--- config.mk ---
export PLATFORM = sky130hd
export DESIGN_NAME = tmc_core
export DESIGN_NICKNAME = d
export VERILOG_FILES = /design/src/verilog/tmc_pkg.sv /design/src/verilog/tmc_core.sv
export SDC_FILE = /design/constraint.sdc
export NUM_CORES = 2
export LEC_CHECK = 0
export ABC_AREA = 1
export ABC_CLOCK_PERIOD_IN_PS = 3850
export BUFFER_PORTS_ARGS = -buffer_cell sky130_fd_sc_hd__buf_2
export CAP_MARGIN = 20
export CELL_PAD_IN_SITES_DETAIL_PLACEMENT = 1
export CELL_PAD_IN_SITES_GLOBAL_PLACEMENT = 2
export CORE_ASPECT_RATIO = 0.9
export CORE_MARGIN = 5
export CORE_UTILIZATION = 40
export CTS_CLUSTER_DIAMETER = 100
export CTS_CLUSTER_SIZE = 10
export DETAILED_ROUTE_END_ITERATION = 8
export PLACE_DENSITY_LB_ADDON = 0.1
export SETUP_SLACK_MARGIN = 0.15
export SLEW_MARGIN = 5
export SYNTH_ARGS = -nofsm -noshare
export SYNTH_HDL_FRONTEND = slang
export SYNTH_SLANG_ARGS = --single-unit
--- constraint.sdc ---
create_clock -name core_clk_i -period 3.85 [get_ports core_clk_i]
set_input_delay 0.1925 -clock core_clk_i [delete_from_list [all_inputs] [get_ports core_clk_i]]
set_output_delay 0.1925 -clock core_clk_i [all_outputs]
set_load 0.1 [all_outputs]
--- src/verilog/tmc_pkg.sv ---
package tmc_pkg;

  ////////////////////////////////////////////////////////////////////////////
  // Memory geometry
  localparam int unsigned WORD_W    = 32;
  localparam int unsigned NUM_WORDS = 32;
  localparam int unsigned ADDR_W    = 5;

  ////////////////////////////////////////////////////////////////////////////
  // Word indices
  localparam logic [4:0] IDX_UID      = 5'h00;
  localparam logic [4:0] IDX_FAB      = 5'h01;
  localparam logic [4:0] IDX_CFG      = 5'h02;
  localparam logic [4:0] IDX_WLOCK    = 5'h03;
  localparam logic [4:0] IDX_RLOCK    = 5'h04;
  localparam logic [4:0] IDX_USER_LO  = 5'h05;

  ////////////////////////////////////////////////////////////////////////////
  // Configuration word fields
  localparam int unsigned CFG_FSCI_LSB  = 28;
  localparam int unsigned CFG_FWI_LSB   = 24;
  localparam int unsigned CFG_SDR_BIT   = 23;
  localparam int unsigned CFG_T2R8_BIT  = 22;
  localparam int unsigned CFG_T2R4_BIT  = 21;
  localparam int unsigned CFG_T2R2_BIT  = 20;
  localparam int unsigned CFG_R2T8_BIT  = 19;
  localparam int unsigned CFG_R2T4_BIT  = 18;
  localparam int unsigned CFG_R2T2_BIT  = 17;
  localparam int unsigned CFG_NL4_BIT   = 16;
  localparam int unsigned CFG_P2P_BIT   = 15;
  localparam int unsigned CFG_IRQEN_BIT = 13;
  localparam int unsigned CFG_MODE_LSB  = 11;
  localparam logic [31:0] CFG_RESET     = 32'h2600_0000;

  ////////////////////////////////////////////////////////////////////////////
  // Operating modes
  typedef enum logic [1:0] {
    TMC_MODE_L4    = 2'h0,
    TMC_MODE_L3    = 2'h1,
    TMC_MODE_FRAME = 2'h2,
    TMC_MODE_TRANS = 2'h3
  } tmc_mode_e;

  ////////////////////////////////////////////////////////////////////////////
  // Block first-byte classes, SAK bits, write answers
  localparam logic [7:0] FB_PROP_MASK = 8'hC0;
  localparam logic [7:0] FB_PROP_VAL  = 8'h40;
  localparam logic [7:0] FB_RATS      = 8'hE0;
  localparam logic [7:0] FB_DESEL_MSK = 8'hF7;
  localparam logic [7:0] FB_DESEL_VAL = 8'hC2;
  localparam logic [7:0] FB_PPS_MASK  = 8'hF0;
  localparam logic [7:0] FB_PPS_VAL   = 8'hD0;
  localparam logic [7:0] SAK_L4_BIT   = 8'h20;
  localparam logic [7:0] SAK_P2P_BIT  = 8'h40;
  localparam logic [1:0] WR_OK        = 2'h0;
  localparam logic [1:0] WR_LOCKED    = 2'h1;
  localparam logic [1:0] WR_RF_BUSY   = 2'h2;

endpackage : tmc_pkg

--- src/verilog/tmc_core.sv ---
// Contract
// RULE_01: Reader puts its assigned card identifier in each block's second byte.
// RULE_02: Self-executed block with wrong identifier is dropped silently.
// RULE_03: FIFO-routed blocks skip identifier filtering; host checks identifier.
// RULE_04: Level-3 mode: same activation, every later block goes to FIFO.
// RULE_05: With irq enable set, interrupt on entering active state; code raises it in level-4 and level-3 modes only.
// RULE_06: Level-3 and transparent modes let SPI reach memory during field.
// RULE_07: Transparent, select high: MOSI drives load modulator directly.
// RULE_08: Transparent, select high: carrier clock to MISO, demod to IRQ.
// RULE_09: Transparent, select low: pins return to serial-interface functions.
// RULE_10: Memory of 32 words by 32 bits, reachable from RF and SPI.
// RULE_11: Words: identifier, fabrication, config, write lock, read lock, user.
// RULE_12: Writes to read-only words are rejected.
// RULE_13: Read-write word refuses writes once its write-lock bit is set.
// RULE_14: One-time-programmable bits never return from one to zero.
// RULE_15: Identifier word holds low four bytes of seven-byte identifier.
// RULE_16: Config bits 31..28 frame-size code, default 2h.
// RULE_17: Config bits 27..24 frame-waiting code, default 6h.
// RULE_18: Symmetric-rate bit reported in answer-to-select rate byte.
// RULE_19: Bits 22..20 advertise tag-to-reader rates 848, 424, 212k.
// RULE_20: Bits 19..17 advertise reader-to-tag rates 848, 424, 212k.
// RULE_21: Not-level-4 bit clears protocol support in cascade-2 select ack.
// RULE_22: Passive-target bit flagged in cascade-2 select ack; code sends 00h instead while not-level-4 is set.
// RULE_23: Mode field: 00 L4, 01 L3, 10 framing, 11 transparent.
`timescale 1ns/100ps

module tmc_core #(
  parameter logic [31:0] UID_LOW_INIT = 32'h0000_0000, // Arbitrary value
  parameter logic [31:0] FAB_INIT     = 32'h0000_0000  // Arbitrary value
) (
  // Clock and reset
  input  wire logic        core_clk_i,
  input  wire logic        rst_n_i,
  // Received block from the RF framer
  input  wire logic        blk_valid_i,
  input  wire logic [7:0]  blk_first_i,
  input  wire logic [7:0]  blk_cid_i,
  input  wire logic [3:0]  own_cid_i,
  input  wire logic        sak_cl2_sent_i,
  input  wire logic        field_on_i,
  output logic             blk_to_fifo_o,
  output logic             blk_execute_o,
  output logic             blk_drop_o,
  output logic [7:0]       sak_cl2_o,
  output logic [7:0]       ats_t0_o,
  output logic [7:0]       ats_ta_o,
  output logic [7:0]       ats_tb_o,
  output logic [1:0]       mode_o,
  // Memory access port, shared by RF and SPI sides
  input  wire logic        mem_wr_i,
  input  wire logic        mem_rd_i,
  input  wire logic        mem_from_spi_i,
  input  wire logic [4:0]  mem_addr_i,
  input  wire logic [31:0] mem_wdata_i,
  output logic             mem_ack_o,
  output logic [1:0]       mem_status_o,
  output logic [31:0]      mem_rdata_o,
  // Analog front end
  input  wire logic        afe_clk_i,
  input  wire logic        afe_demod_i,
  output logic             afe_mod_o,
  // Serial pins
  input  wire logic        ss_n_pin_i,
  input  wire logic        mosi_pin_i,
  input  wire logic        spi_miso_i,
  input  wire logic        spi_irq_i,
  output logic             miso_o,
  output logic             miso_oe_o,
  output logic             irq_o
);

  ////////////////////////////////////////////////////////////////////////////
  // Synchronisers for pins
  logic [1:0] ss_sync_ff;
  logic [1:0] mosi_sync_ff;
  logic [1:0] aclk_sync_ff;
  logic [1:0] demod_sync_ff;

  always_ff @(posedge core_clk_i or negedge rst_n_i) begin
    if (!rst_n_i) begin
      ss_sync_ff    <= 2'h3;
      mosi_sync_ff  <= 2'h0;
      aclk_sync_ff  <= 2'h0;
      demod_sync_ff <= 2'h0;
    end else begin
      ss_sync_ff    <= {ss_sync_ff[0], ss_n_pin_i};
      mosi_sync_ff  <= {mosi_sync_ff[0], mosi_pin_i};
      aclk_sync_ff  <= {aclk_sync_ff[0], afe_clk_i};
      demod_sync_ff <= {demod_sync_ff[0], afe_demod_i};
    end
  end

  ////////////////////////////////////////////////////////////////////////////
  // Nonvolatile memory
  logic [31:0] mem_ff [tmc_pkg::NUM_WORDS]; // see RULE_10
  logic        init_done_ff;

  logic [31:0] cfg_w;
  logic [31:0] wlock_w;
  logic [31:0] rlock_w;
  assign cfg_w   = mem_ff[tmc_pkg::IDX_CFG];
  assign wlock_w = mem_ff[tmc_pkg::IDX_WLOCK];
  assign rlock_w = mem_ff[tmc_pkg::IDX_RLOCK];

  tmc_pkg::tmc_mode_e mode_w;
  assign mode_w = tmc_pkg::tmc_mode_e'(cfg_w[tmc_pkg::CFG_MODE_LSB +: 2]); // see RULE_23

  logic trans_w;
  logic ss_high_w;
  assign trans_w   = (mode_w == tmc_pkg::TMC_MODE_TRANS);
  assign ss_high_w = ss_sync_ff[1];

  logic ro_word_w;
  logic otp_word_w;
  logic spi_blocked_w;
  logic [1:0] nxt_status;
  // Word 0 and 1 are read-only; lock words are OTP
  assign ro_word_w  = (mem_addr_i == tmc_pkg::IDX_UID) ||
                      (mem_addr_i == tmc_pkg::IDX_FAB); // see RULE_11
  assign otp_word_w = (mem_addr_i == tmc_pkg::IDX_WLOCK) ||
                      (mem_addr_i == tmc_pkg::IDX_RLOCK);
  // Level-4 and framing modes keep the field owner exclusive
  assign spi_blocked_w = mem_from_spi_i && field_on_i &&
                         (mode_w != tmc_pkg::TMC_MODE_L3) && !trans_w; // see RULE_06

  always_comb begin
    if (spi_blocked_w) begin
      nxt_status = tmc_pkg::WR_RF_BUSY;
    end else if (ro_word_w || wlock_w[mem_addr_i]) begin
      nxt_status = tmc_pkg::WR_LOCKED; // see RULE_12 see RULE_13
    end else begin
      nxt_status = tmc_pkg::WR_OK;
    end
  end

  // Memory contents are loaded once after reset; the array has no reset path
  always_ff @(posedge core_clk_i) begin
    if (!init_done_ff) begin
      for (int i = 0; i < tmc_pkg::NUM_WORDS; i++) begin
        mem_ff[i] <= 32'h0000_0000;
      end
      mem_ff[tmc_pkg::IDX_UID] <= UID_LOW_INIT; // see RULE_15
      mem_ff[tmc_pkg::IDX_FAB] <= FAB_INIT;
      mem_ff[tmc_pkg::IDX_CFG] <= tmc_pkg::CFG_RESET; // see RULE_16 see RULE_17
    end else if (mem_wr_i && nxt_status == tmc_pkg::WR_OK) begin
      if (otp_word_w) begin
        mem_ff[mem_addr_i] <= mem_ff[mem_addr_i] | mem_wdata_i; // see RULE_14
      end else begin
        mem_ff[mem_addr_i] <= mem_wdata_i;
      end
    end
  end

  always_ff @(posedge core_clk_i or negedge rst_n_i) begin
    if (!rst_n_i) begin
      init_done_ff <= 1'b0;
    end else begin
      init_done_ff <= 1'b1;
    end
  end

  // Read answer; RF reads of locked user words give zero
  always_ff @(posedge core_clk_i or negedge rst_n_i) begin
    if (!rst_n_i) begin
      mem_ack_o    <= 1'b0;
      mem_status_o <= tmc_pkg::WR_OK;
      mem_rdata_o  <= 32'h0000_0000;
    end else begin
      mem_ack_o <= (mem_wr_i || mem_rd_i) && init_done_ff;
      if (mem_wr_i) begin
        mem_status_o <= nxt_status;
      end else if (mem_rd_i) begin
        mem_status_o <= spi_blocked_w ? tmc_pkg::WR_RF_BUSY : tmc_pkg::WR_OK;
        if (spi_blocked_w || (!mem_from_spi_i && mem_addr_i >= tmc_pkg::IDX_USER_LO &&
            rlock_w[mem_addr_i])) begin
          mem_rdata_o <= 32'h0000_0000;
        end else begin
          mem_rdata_o <= mem_ff[mem_addr_i];
        end
      end
    end
  end

  a_cfg_default: assert property (@(posedge core_clk_i) disable iff (!rst_n_i) // see RULE_16
    $rose(init_done_ff) |-> cfg_w == tmc_pkg::CFG_RESET &&
    mem_ff[tmc_pkg::IDX_UID] == UID_LOW_INIT)
    else $error("memory defaults not loaded");

  a_mem_ack: assert property (@(posedge core_clk_i) disable iff (!rst_n_i) // see RULE_10
    init_done_ff && (mem_wr_i || mem_rd_i) |=> mem_ack_o)
    else $error("memory request not acknowledged");

  a_locked_read: assert property (@(posedge core_clk_i) disable iff (!rst_n_i) // see RULE_11
    init_done_ff && mem_rd_i && !mem_wr_i && !mem_from_spi_i && rlock_w[mem_addr_i] &&
    mem_addr_i >= tmc_pkg::IDX_USER_LO |=> mem_rdata_o == 32'h0000_0000)
    else $error("read-locked word shown to the field side");

  a_spi_block: assert property (@(posedge core_clk_i) disable iff (!rst_n_i) // see RULE_06
    init_done_ff && mem_wr_i && spi_blocked_w |=> mem_status_o == tmc_pkg::WR_RF_BUSY)
    else $error("spi write not refused in a field-owned mode");

  a_ro_status: assert property (@(posedge core_clk_i) disable iff (!rst_n_i) // see RULE_12
    init_done_ff && mem_wr_i && ro_word_w && !spi_blocked_w |=>
    mem_status_o == tmc_pkg::WR_LOCKED)
    else $error("read-only word write not refused");

  a_rlock_sticky: assert property (@(posedge core_clk_i) disable iff (!rst_n_i) // see RULE_14
    init_done_ff ##1 init_done_ff |-> (($past(rlock_w) & ~rlock_w) == 32'h0000_0000))
    else $error("read-lock bit cleared");

  ////////////////////////////////////////////////////////////////////////////
  // Block routing
  logic self_exec_w;
  logic cid_ok_w;
  assign self_exec_w = (mode_w == tmc_pkg::TMC_MODE_L4) && (
                       ((blk_first_i & tmc_pkg::FB_PROP_MASK) == tmc_pkg::FB_PROP_VAL) ||
                       (blk_first_i == tmc_pkg::FB_RATS) ||
                       ((blk_first_i & tmc_pkg::FB_PPS_MASK) == tmc_pkg::FB_PPS_VAL) ||
                       ((blk_first_i & tmc_pkg::FB_DESEL_MSK) == tmc_pkg::FB_DESEL_VAL));
  // The reader assigns the identifier in the low nibble of the second byte
  assign cid_ok_w = (blk_cid_i[3:0] == own_cid_i); // see RULE_01

  always_ff @(posedge core_clk_i or negedge rst_n_i) begin
    if (!rst_n_i) begin
      blk_to_fifo_o <= 1'b0;
      blk_execute_o <= 1'b0;
      blk_drop_o    <= 1'b0;
    end else begin
      // Level-3 never executes; FIFO blocks are unfiltered
      blk_to_fifo_o <= blk_valid_i && !self_exec_w; // see RULE_03 see RULE_04
      blk_execute_o <= blk_valid_i && self_exec_w && cid_ok_w; // see RULE_02
      blk_drop_o    <= blk_valid_i && self_exec_w && !cid_ok_w; // see RULE_02
    end
  end

  a_exec_match: assert property (@(posedge core_clk_i) disable iff (!rst_n_i) // see RULE_02
    blk_valid_i && self_exec_w && cid_ok_w |=> blk_execute_o && !blk_drop_o && !blk_to_fifo_o)
    else $error("matching self-executed block not run");

  a_l4_only_exec: assert property (@(posedge core_clk_i) disable iff (!rst_n_i) // see RULE_04
    blk_valid_i && mode_w != tmc_pkg::TMC_MODE_L4 |=> !blk_execute_o && !blk_drop_o)
    else $error("block executed outside level-4 mode");

  ////////////////////////////////////////////////////////////////////////////
  // Select acknowledge and answer-to-select bytes
  always_ff @(posedge core_clk_i or negedge rst_n_i) begin
    if (!rst_n_i) begin
      sak_cl2_o <= 8'h00;
      ats_t0_o  <= 8'h00;
      ats_ta_o  <= 8'h00;
      ats_tb_o  <= 8'h00;
      mode_o    <= 2'h0;
    end else begin
      // Not-level-4 wins over passive-target when both are set
      sak_cl2_o <= cfg_w[tmc_pkg::CFG_NL4_BIT] ? 8'h00 :
                   (cfg_w[tmc_pkg::CFG_P2P_BIT] ? (tmc_pkg::SAK_L4_BIT | tmc_pkg::SAK_P2P_BIT)
                                                : tmc_pkg::SAK_L4_BIT); // see RULE_21 see RULE_22
      ats_t0_o  <= {4'h7, cfg_w[tmc_pkg::CFG_FSCI_LSB +: 4]}; // see RULE_16
      ats_ta_o  <= {cfg_w[tmc_pkg::CFG_SDR_BIT],
                    cfg_w[tmc_pkg::CFG_T2R8_BIT],
                    cfg_w[tmc_pkg::CFG_T2R4_BIT],
                    cfg_w[tmc_pkg::CFG_T2R2_BIT], 1'b0,
                    cfg_w[tmc_pkg::CFG_R2T8_BIT],
                    cfg_w[tmc_pkg::CFG_R2T4_BIT],
                    cfg_w[tmc_pkg::CFG_R2T2_BIT]}; // see RULE_18 see RULE_19 see RULE_20
      ats_tb_o  <= {cfg_w[tmc_pkg::CFG_FWI_LSB +: 4], 4'h0}; // see RULE_17
      mode_o    <= cfg_w[tmc_pkg::CFG_MODE_LSB +: 2];
    end
  end

  a_sak_nl4: assert property (@(posedge core_clk_i) disable iff (!rst_n_i) // see RULE_21
    cfg_w[tmc_pkg::CFG_NL4_BIT] |=> sak_cl2_o == 8'h00)
    else $error("select ack still claims level-4");

  a_sak_p2p: assert property (@(posedge core_clk_i) disable iff (!rst_n_i) // see RULE_22
    !cfg_w[tmc_pkg::CFG_NL4_BIT] && cfg_w[tmc_pkg::CFG_P2P_BIT] |=>
    (sak_cl2_o & tmc_pkg::SAK_P2P_BIT) != 8'h00)
    else $error("passive target not flagged");

  a_fsc_report: assert property (@(posedge core_clk_i) disable iff (!rst_n_i) // see RULE_16
    1'b1 |=> ats_t0_o[3:0] == $past(cfg_w[tmc_pkg::CFG_FSCI_LSB +: 4]))
    else $error("frame-size code not reported");

  a_rate_report: assert property (@(posedge core_clk_i) disable iff (!rst_n_i) // see RULE_18
    1'b1 |=> ats_ta_o[7] == $past(cfg_w[tmc_pkg::CFG_SDR_BIT]))
    else $error("symmetric-rate bit not reported");

  ////////////////////////////////////////////////////////////////////////////
  // Active-entry interrupt and pin multiplexing
  logic active_irq_ff;

  always_ff @(posedge core_clk_i or negedge rst_n_i) begin
    if (!rst_n_i) begin
      active_irq_ff <= 1'b0;
    end else if (sak_cl2_sent_i && cfg_w[tmc_pkg::CFG_IRQEN_BIT] &&
                 (mode_w == tmc_pkg::TMC_MODE_L4 || mode_w == tmc_pkg::TMC_MODE_L3)) begin
      active_irq_ff <= 1'b1; // see RULE_05
    end else if (!ss_high_w) begin
      active_irq_ff <= 1'b0;
    end
  end

  always_ff @(posedge core_clk_i or negedge rst_n_i) begin
    if (!rst_n_i) begin
      afe_mod_o <= 1'b0;
      miso_o    <= 1'b0;
      miso_oe_o <= 1'b0;
      irq_o     <= 1'b0;
    end else if (trans_w && ss_high_w) begin
      afe_mod_o <= mosi_sync_ff[1]; // see RULE_07
      miso_o    <= aclk_sync_ff[1]; // see RULE_08
      miso_oe_o <= 1'b1;
      irq_o     <= demod_sync_ff[1]; // see RULE_08
    end else begin
      afe_mod_o <= 1'b0;
      miso_o    <= spi_miso_i; // see RULE_09
      miso_oe_o <= !ss_high_w;
      irq_o     <= spi_irq_i | active_irq_ff;
    end
  end

  a_trans_clk: assert property (@(posedge core_clk_i) disable iff (!rst_n_i) // see RULE_08
    trans_w && ss_high_w |=> miso_o == $past(aclk_sync_ff[1]) && miso_oe_o)
    else $error("carrier clock not on miso");

  a_trans_demod: assert property (@(posedge core_clk_i) disable iff (!rst_n_i) // see RULE_08
    trans_w && ss_high_w |=> irq_o == $past(demod_sync_ff[1]))
    else $error("demodulator not on irq");

  a_ss_low_oe: assert property (@(posedge core_clk_i) disable iff (!rst_n_i) // see RULE_09
    !ss_high_w |=> miso_oe_o)
    else $error("miso not driven while selected");

  a_mod_idle: assert property (@(posedge core_clk_i) disable iff (!rst_n_i) // see RULE_07
    !trans_w |=> !afe_mod_o)
    else $error("modulator driven outside transparent mode");

  ////////////////////////////////////////////////////////////////////////////
  // Checks
  a_drop_on_mismatch: assert property (@(posedge core_clk_i) disable iff (!rst_n_i) // see RULE_02
    blk_valid_i && self_exec_w && !cid_ok_w |=> blk_drop_o && !blk_execute_o && !blk_to_fifo_o)
    else $error("mismatched identifier not dropped");

  a_fifo_unfiltered: assert property (@(posedge core_clk_i) disable iff (!rst_n_i) // see RULE_03
    blk_valid_i && !self_exec_w |=> blk_to_fifo_o)
    else $error("fifo block was filtered");

  a_l3_no_exec: assert property (@(posedge core_clk_i) disable iff (!rst_n_i) // see RULE_04
    blk_valid_i && mode_w == tmc_pkg::TMC_MODE_L3 |=> blk_to_fifo_o && !blk_execute_o)
    else $error("level-3 block executed");

  // The flag is set one edge after the pulse and reaches the pin one edge later
  a_irq_entry: assert property (@(posedge core_clk_i) disable iff (!rst_n_i) // see RULE_05
    sak_cl2_sent_i && cfg_w[tmc_pkg::CFG_IRQEN_BIT] && ss_high_w &&
    (mode_w == tmc_pkg::TMC_MODE_L3 || mode_w == tmc_pkg::TMC_MODE_L4) |=> ##1 irq_o)
    else $error("no active-entry interrupt");

  a_ro_protect: assert property (@(posedge core_clk_i) disable iff (!rst_n_i) // see RULE_12
    init_done_ff && mem_wr_i && ro_word_w |=>
    mem_ff[$past(mem_addr_i)] == $past(mem_ff[mem_addr_i]))
    else $error("read-only word changed");

  // A field-owned refusal reports busy first, so it is left out here
  a_wlock_hold: assert property (@(posedge core_clk_i) disable iff (!rst_n_i) // see RULE_13
    init_done_ff && mem_wr_i && wlock_w[mem_addr_i] && !spi_blocked_w |=>
    mem_status_o == tmc_pkg::WR_LOCKED)
    else $error("locked word write accepted");

  a_otp_sticky: assert property (@(posedge core_clk_i) disable iff (!rst_n_i) // see RULE_14
    init_done_ff ##1 init_done_ff |-> (($past(wlock_w) & ~wlock_w) == 32'h0000_0000))
    else $error("otp bit cleared");

  a_trans_mod: assert property (@(posedge core_clk_i) disable iff (!rst_n_i) // see RULE_07
    trans_w && ss_high_w |=> afe_mod_o == $past(mosi_sync_ff[1]))
    else $error("modulator not following mosi");

  a_trans_release: assert property (@(posedge core_clk_i) disable iff (!rst_n_i) // see RULE_09
    trans_w && !ss_high_w |=> miso_o == $past(spi_miso_i) && !afe_mod_o)
    else $error("pins not returned to serial use");

  a_spi_busy: assert property (@(posedge core_clk_i) disable iff (!rst_n_i) // see RULE_06
    init_done_ff && mem_wr_i && mem_from_spi_i && field_on_i && trans_w |=>
    mem_status_o != tmc_pkg::WR_RF_BUSY)
    else $error("spi blocked in transparent mode");

endmodule : tmc_core

==> reports/qor.txt <==
Port Buffers: 130
# fillers: 13300
P_int: 20.0 mW
WHS: -0.00621 ns
Top post-synthesis cells by area: edfxtp_1 63%, a21oi_1 11%, nand2_1 9.5%, dfrtp_1 3.5%, nand4_1 2.4%
Status: finished, violations left
Top post-synthesis cells by count: 1250 x nand2_1, 1040 x a21oi_1, 1024 x edfxtp_1, 264 x nor2_1, 235 x buf_2
Cell taking the most area after synthesis: edfxtp_1
Final nets: 4956
FMAX: 288 MHz
Pwr/cell area: 488 nW/µm²
Die width: 380 µm
Failing checks: negative hold slack
R2R depth: 9
Die height: 343 µm
Number of synthesized flops with an enable pin: 1024
Routed Antenna Nets: 0
Worst-path clk slew: 0.06 ns
Num CTS Buffers: 119
Area taken by multi-input logic gates: 14400 µm²
Leak pwr: 22.4 nW
Iter 0 DRT Violations: 3535
Cell variety after synth: 40
Hold Path Cell Cnt: 3
Final setup viols: 0
Clk_lat worst skew: 0.74 ns
Avg WL per Cell: 30.2 µm
CP endpoint kind: flop
Yosys reg bits: 1095
Syn Inst Count: 4734
Die area: 130000 µm²
First-pass GRT wire length: 282000 µm
Register-to-register setup slack: 0.38 ns
DP HPWL: 121000 µm
Synth top area share: 62.6%
Core Area: 123000 µm²
Yosys warns: 0
Reg area: 32500 µm²
Switching Power: 7.75 mW
Area Overhead vs Synth: 15.6%
Via count: 38900
Postcts setup bufs: 0
Final WL: 198000 µm
Peak supply drop: 0.399 mV
Initial DRT Pass Iterations: 6
Htree depth: 3
Least-Margin Pin Slew: 1.12 ns
Avg Inst Size Synth: 10.4 µm²
Hold crit path type: primary input to flop
Diodes inserted: 0
RePlAce Congestion: 0.810
IO Pins: 147
Setup crit start kind: flop
Gr ovfl total: 0
Residual DRC count: 0
Non-filler cells, final: 6574
CP Class: flop to flop
Starting Density: 40.1%
Fin. max-slew vios: 0
Top-count cell post-synth: nand2_1
Sequential area share after synthesis: 66.2%
Row count: 122
Clock Sinks: 1095
Period utilization: 90.1%
Sequential power share: 49.2%
Rel. slew slack: 25.0%
RSZ-0062 raised after global routing: false
Placed Cells: 6340
Final Cell Area: 56800 µm²
Max clock buf depth: 3
Req. time, crit path: 4.21 ns
Post-synthesis cell area: 49200 µm²
Maximum net fanout on the critical path: 30
Ys async rst share: 6.48%
Fraction of layout cells with a size suffix above 1: 12.5%
Largest net degree at the start of global routing: 56
Most used DFF post-synth: edfxtp_1
# Max-Cap Violations: 0
Comb pwr share: 13.1%
Number of antenna violations at the first check in global routing: 2
Switch share: 27.9%
Area post-placement: 53000 µm²
Vias in the first global route: 38900
Clock Tree Root: clkbuf_16
CTS tree: built
Via-to-Cell Ratio: 5.92
Clock Skews: 0.0338 ns
Fin crit period: 3.47 ns
Clock group share of total power: 37.7%
Gr usage total: 29.8%
Setup_tns: 0 ns
Critical path arrival: 3.83 ns
Final hold vios: 1
[critical path, cell delays in order (launching register included)]
cell	delay, ns
edfxtp_1	0.47
inv_1	0.11
nand3_1	0.07
dlygate4sd3_1	0.60
inv_1	0.09
nor3_2	0.31
buf_4	0.59
nand4_2	0.21
nand2_2	0.11
buf_4	0.47
[sequential cells by signal (all words and copies together) (netlist names), 4 cells and up]
register,cells
mem_ff,1024
mem_rdata_o,32
ats_ta_o,7
ats_tb_o,4
ats_t0_o,5
[path summary, 6_finish.rpt]
kind,end,startpoint
worst max-delay path,mem_ff[17][0],mem_ff[2][11]
worst min-delay path,mem_ff[27][4],mem_wdata_i[4]
worst max register to register,mem_ff[17][0],mem_ff[2][11]
worst min register to register,mosi_sync_ff[1],mosi_sync_ff[0]
max in group asynchronous,afe_mod_o,rst_n_i
min in group asynchronous,mem_rdata_o[25],rst_n_i
[cell usage in the layout (no fill, tap or decap), types with 73 or more instances in the layout]
cell,instances
inv_1,128
nor2_1,262
clkbuf_16,120
clkbuf_1,73
nand2_1,1219
a21oi_1,1040
buf_4,197
edfxtp_1,1024
conb_1,77
nand3_1,101
buf_2,127
nand4_1,190
[layout make-up]
| type | count | area share, % |
|---|---|---|
| well taps | 1612 | 3.55 |
| repair buffers | 431 | 7.10 |
| multi-input cells | 3104 | 25.4 |
| inverters | 134 | 0.903 |
| clock inverters | 5 | 0.0881 |
| flip-flops and latches | 1095 | 57.2 |
| clock buffers | 193 | 5.77 |
[stage by stage]
stage	utilization (%)	setup WS, ns	total power, mW
floorplan	-	0.502	15.9
global placement	43.2	0.493	17.4
detailed placement	43.2	0.472	17.4
CTS	46.1	0.411	27.9
global route	46.4	0.269	28.6
finish	46.4	0.381	27.7
[cell families after synthesis]
kind of cell | share of synthesized area (%)
AO/OA/AOI/OAI | 12.3
AND/OR/NAND/NOR | 16.0
XOR/XNOR | 0.0535
buffers and inverters | 5.43
other | 0.0153
flip-flops | 66.2
multiplexers | 0.0229
[power by group through the flow]
| stage | registers (mW) | logic [mW] | clock network [mW] |
|---|---|---|---|
| final | 13.7 | 3.63 | 10.5 |
| after global routing | 13.7 | 3.79 | 11.1 |
| after CTS | 13.7 | 3.57 | 10.6 |
| after detailed placement | 13.9 | 3.54 | 0 |
| after global placement | 13.9 | 3.51 | 0 |
| after floorplan | 14.3 | 1.57 | 0 |
[layer usage]
metal	GRT usage [%]	vias to the layer above	routed length, µm
li1	-	16800	-
met1	41.7	20300	86200
met2	49.0	1479	92900
met3	4.62	289	13900
met4	7.80	0	5420
met5	0	-	0
[timing repair]
item                                   in CTS  in global routing
hold buffers                               23                  4
gates resized for setup                     0                  0
endpoints found under the hold margin      47                 17
Power figures use the tool's default switching activity.
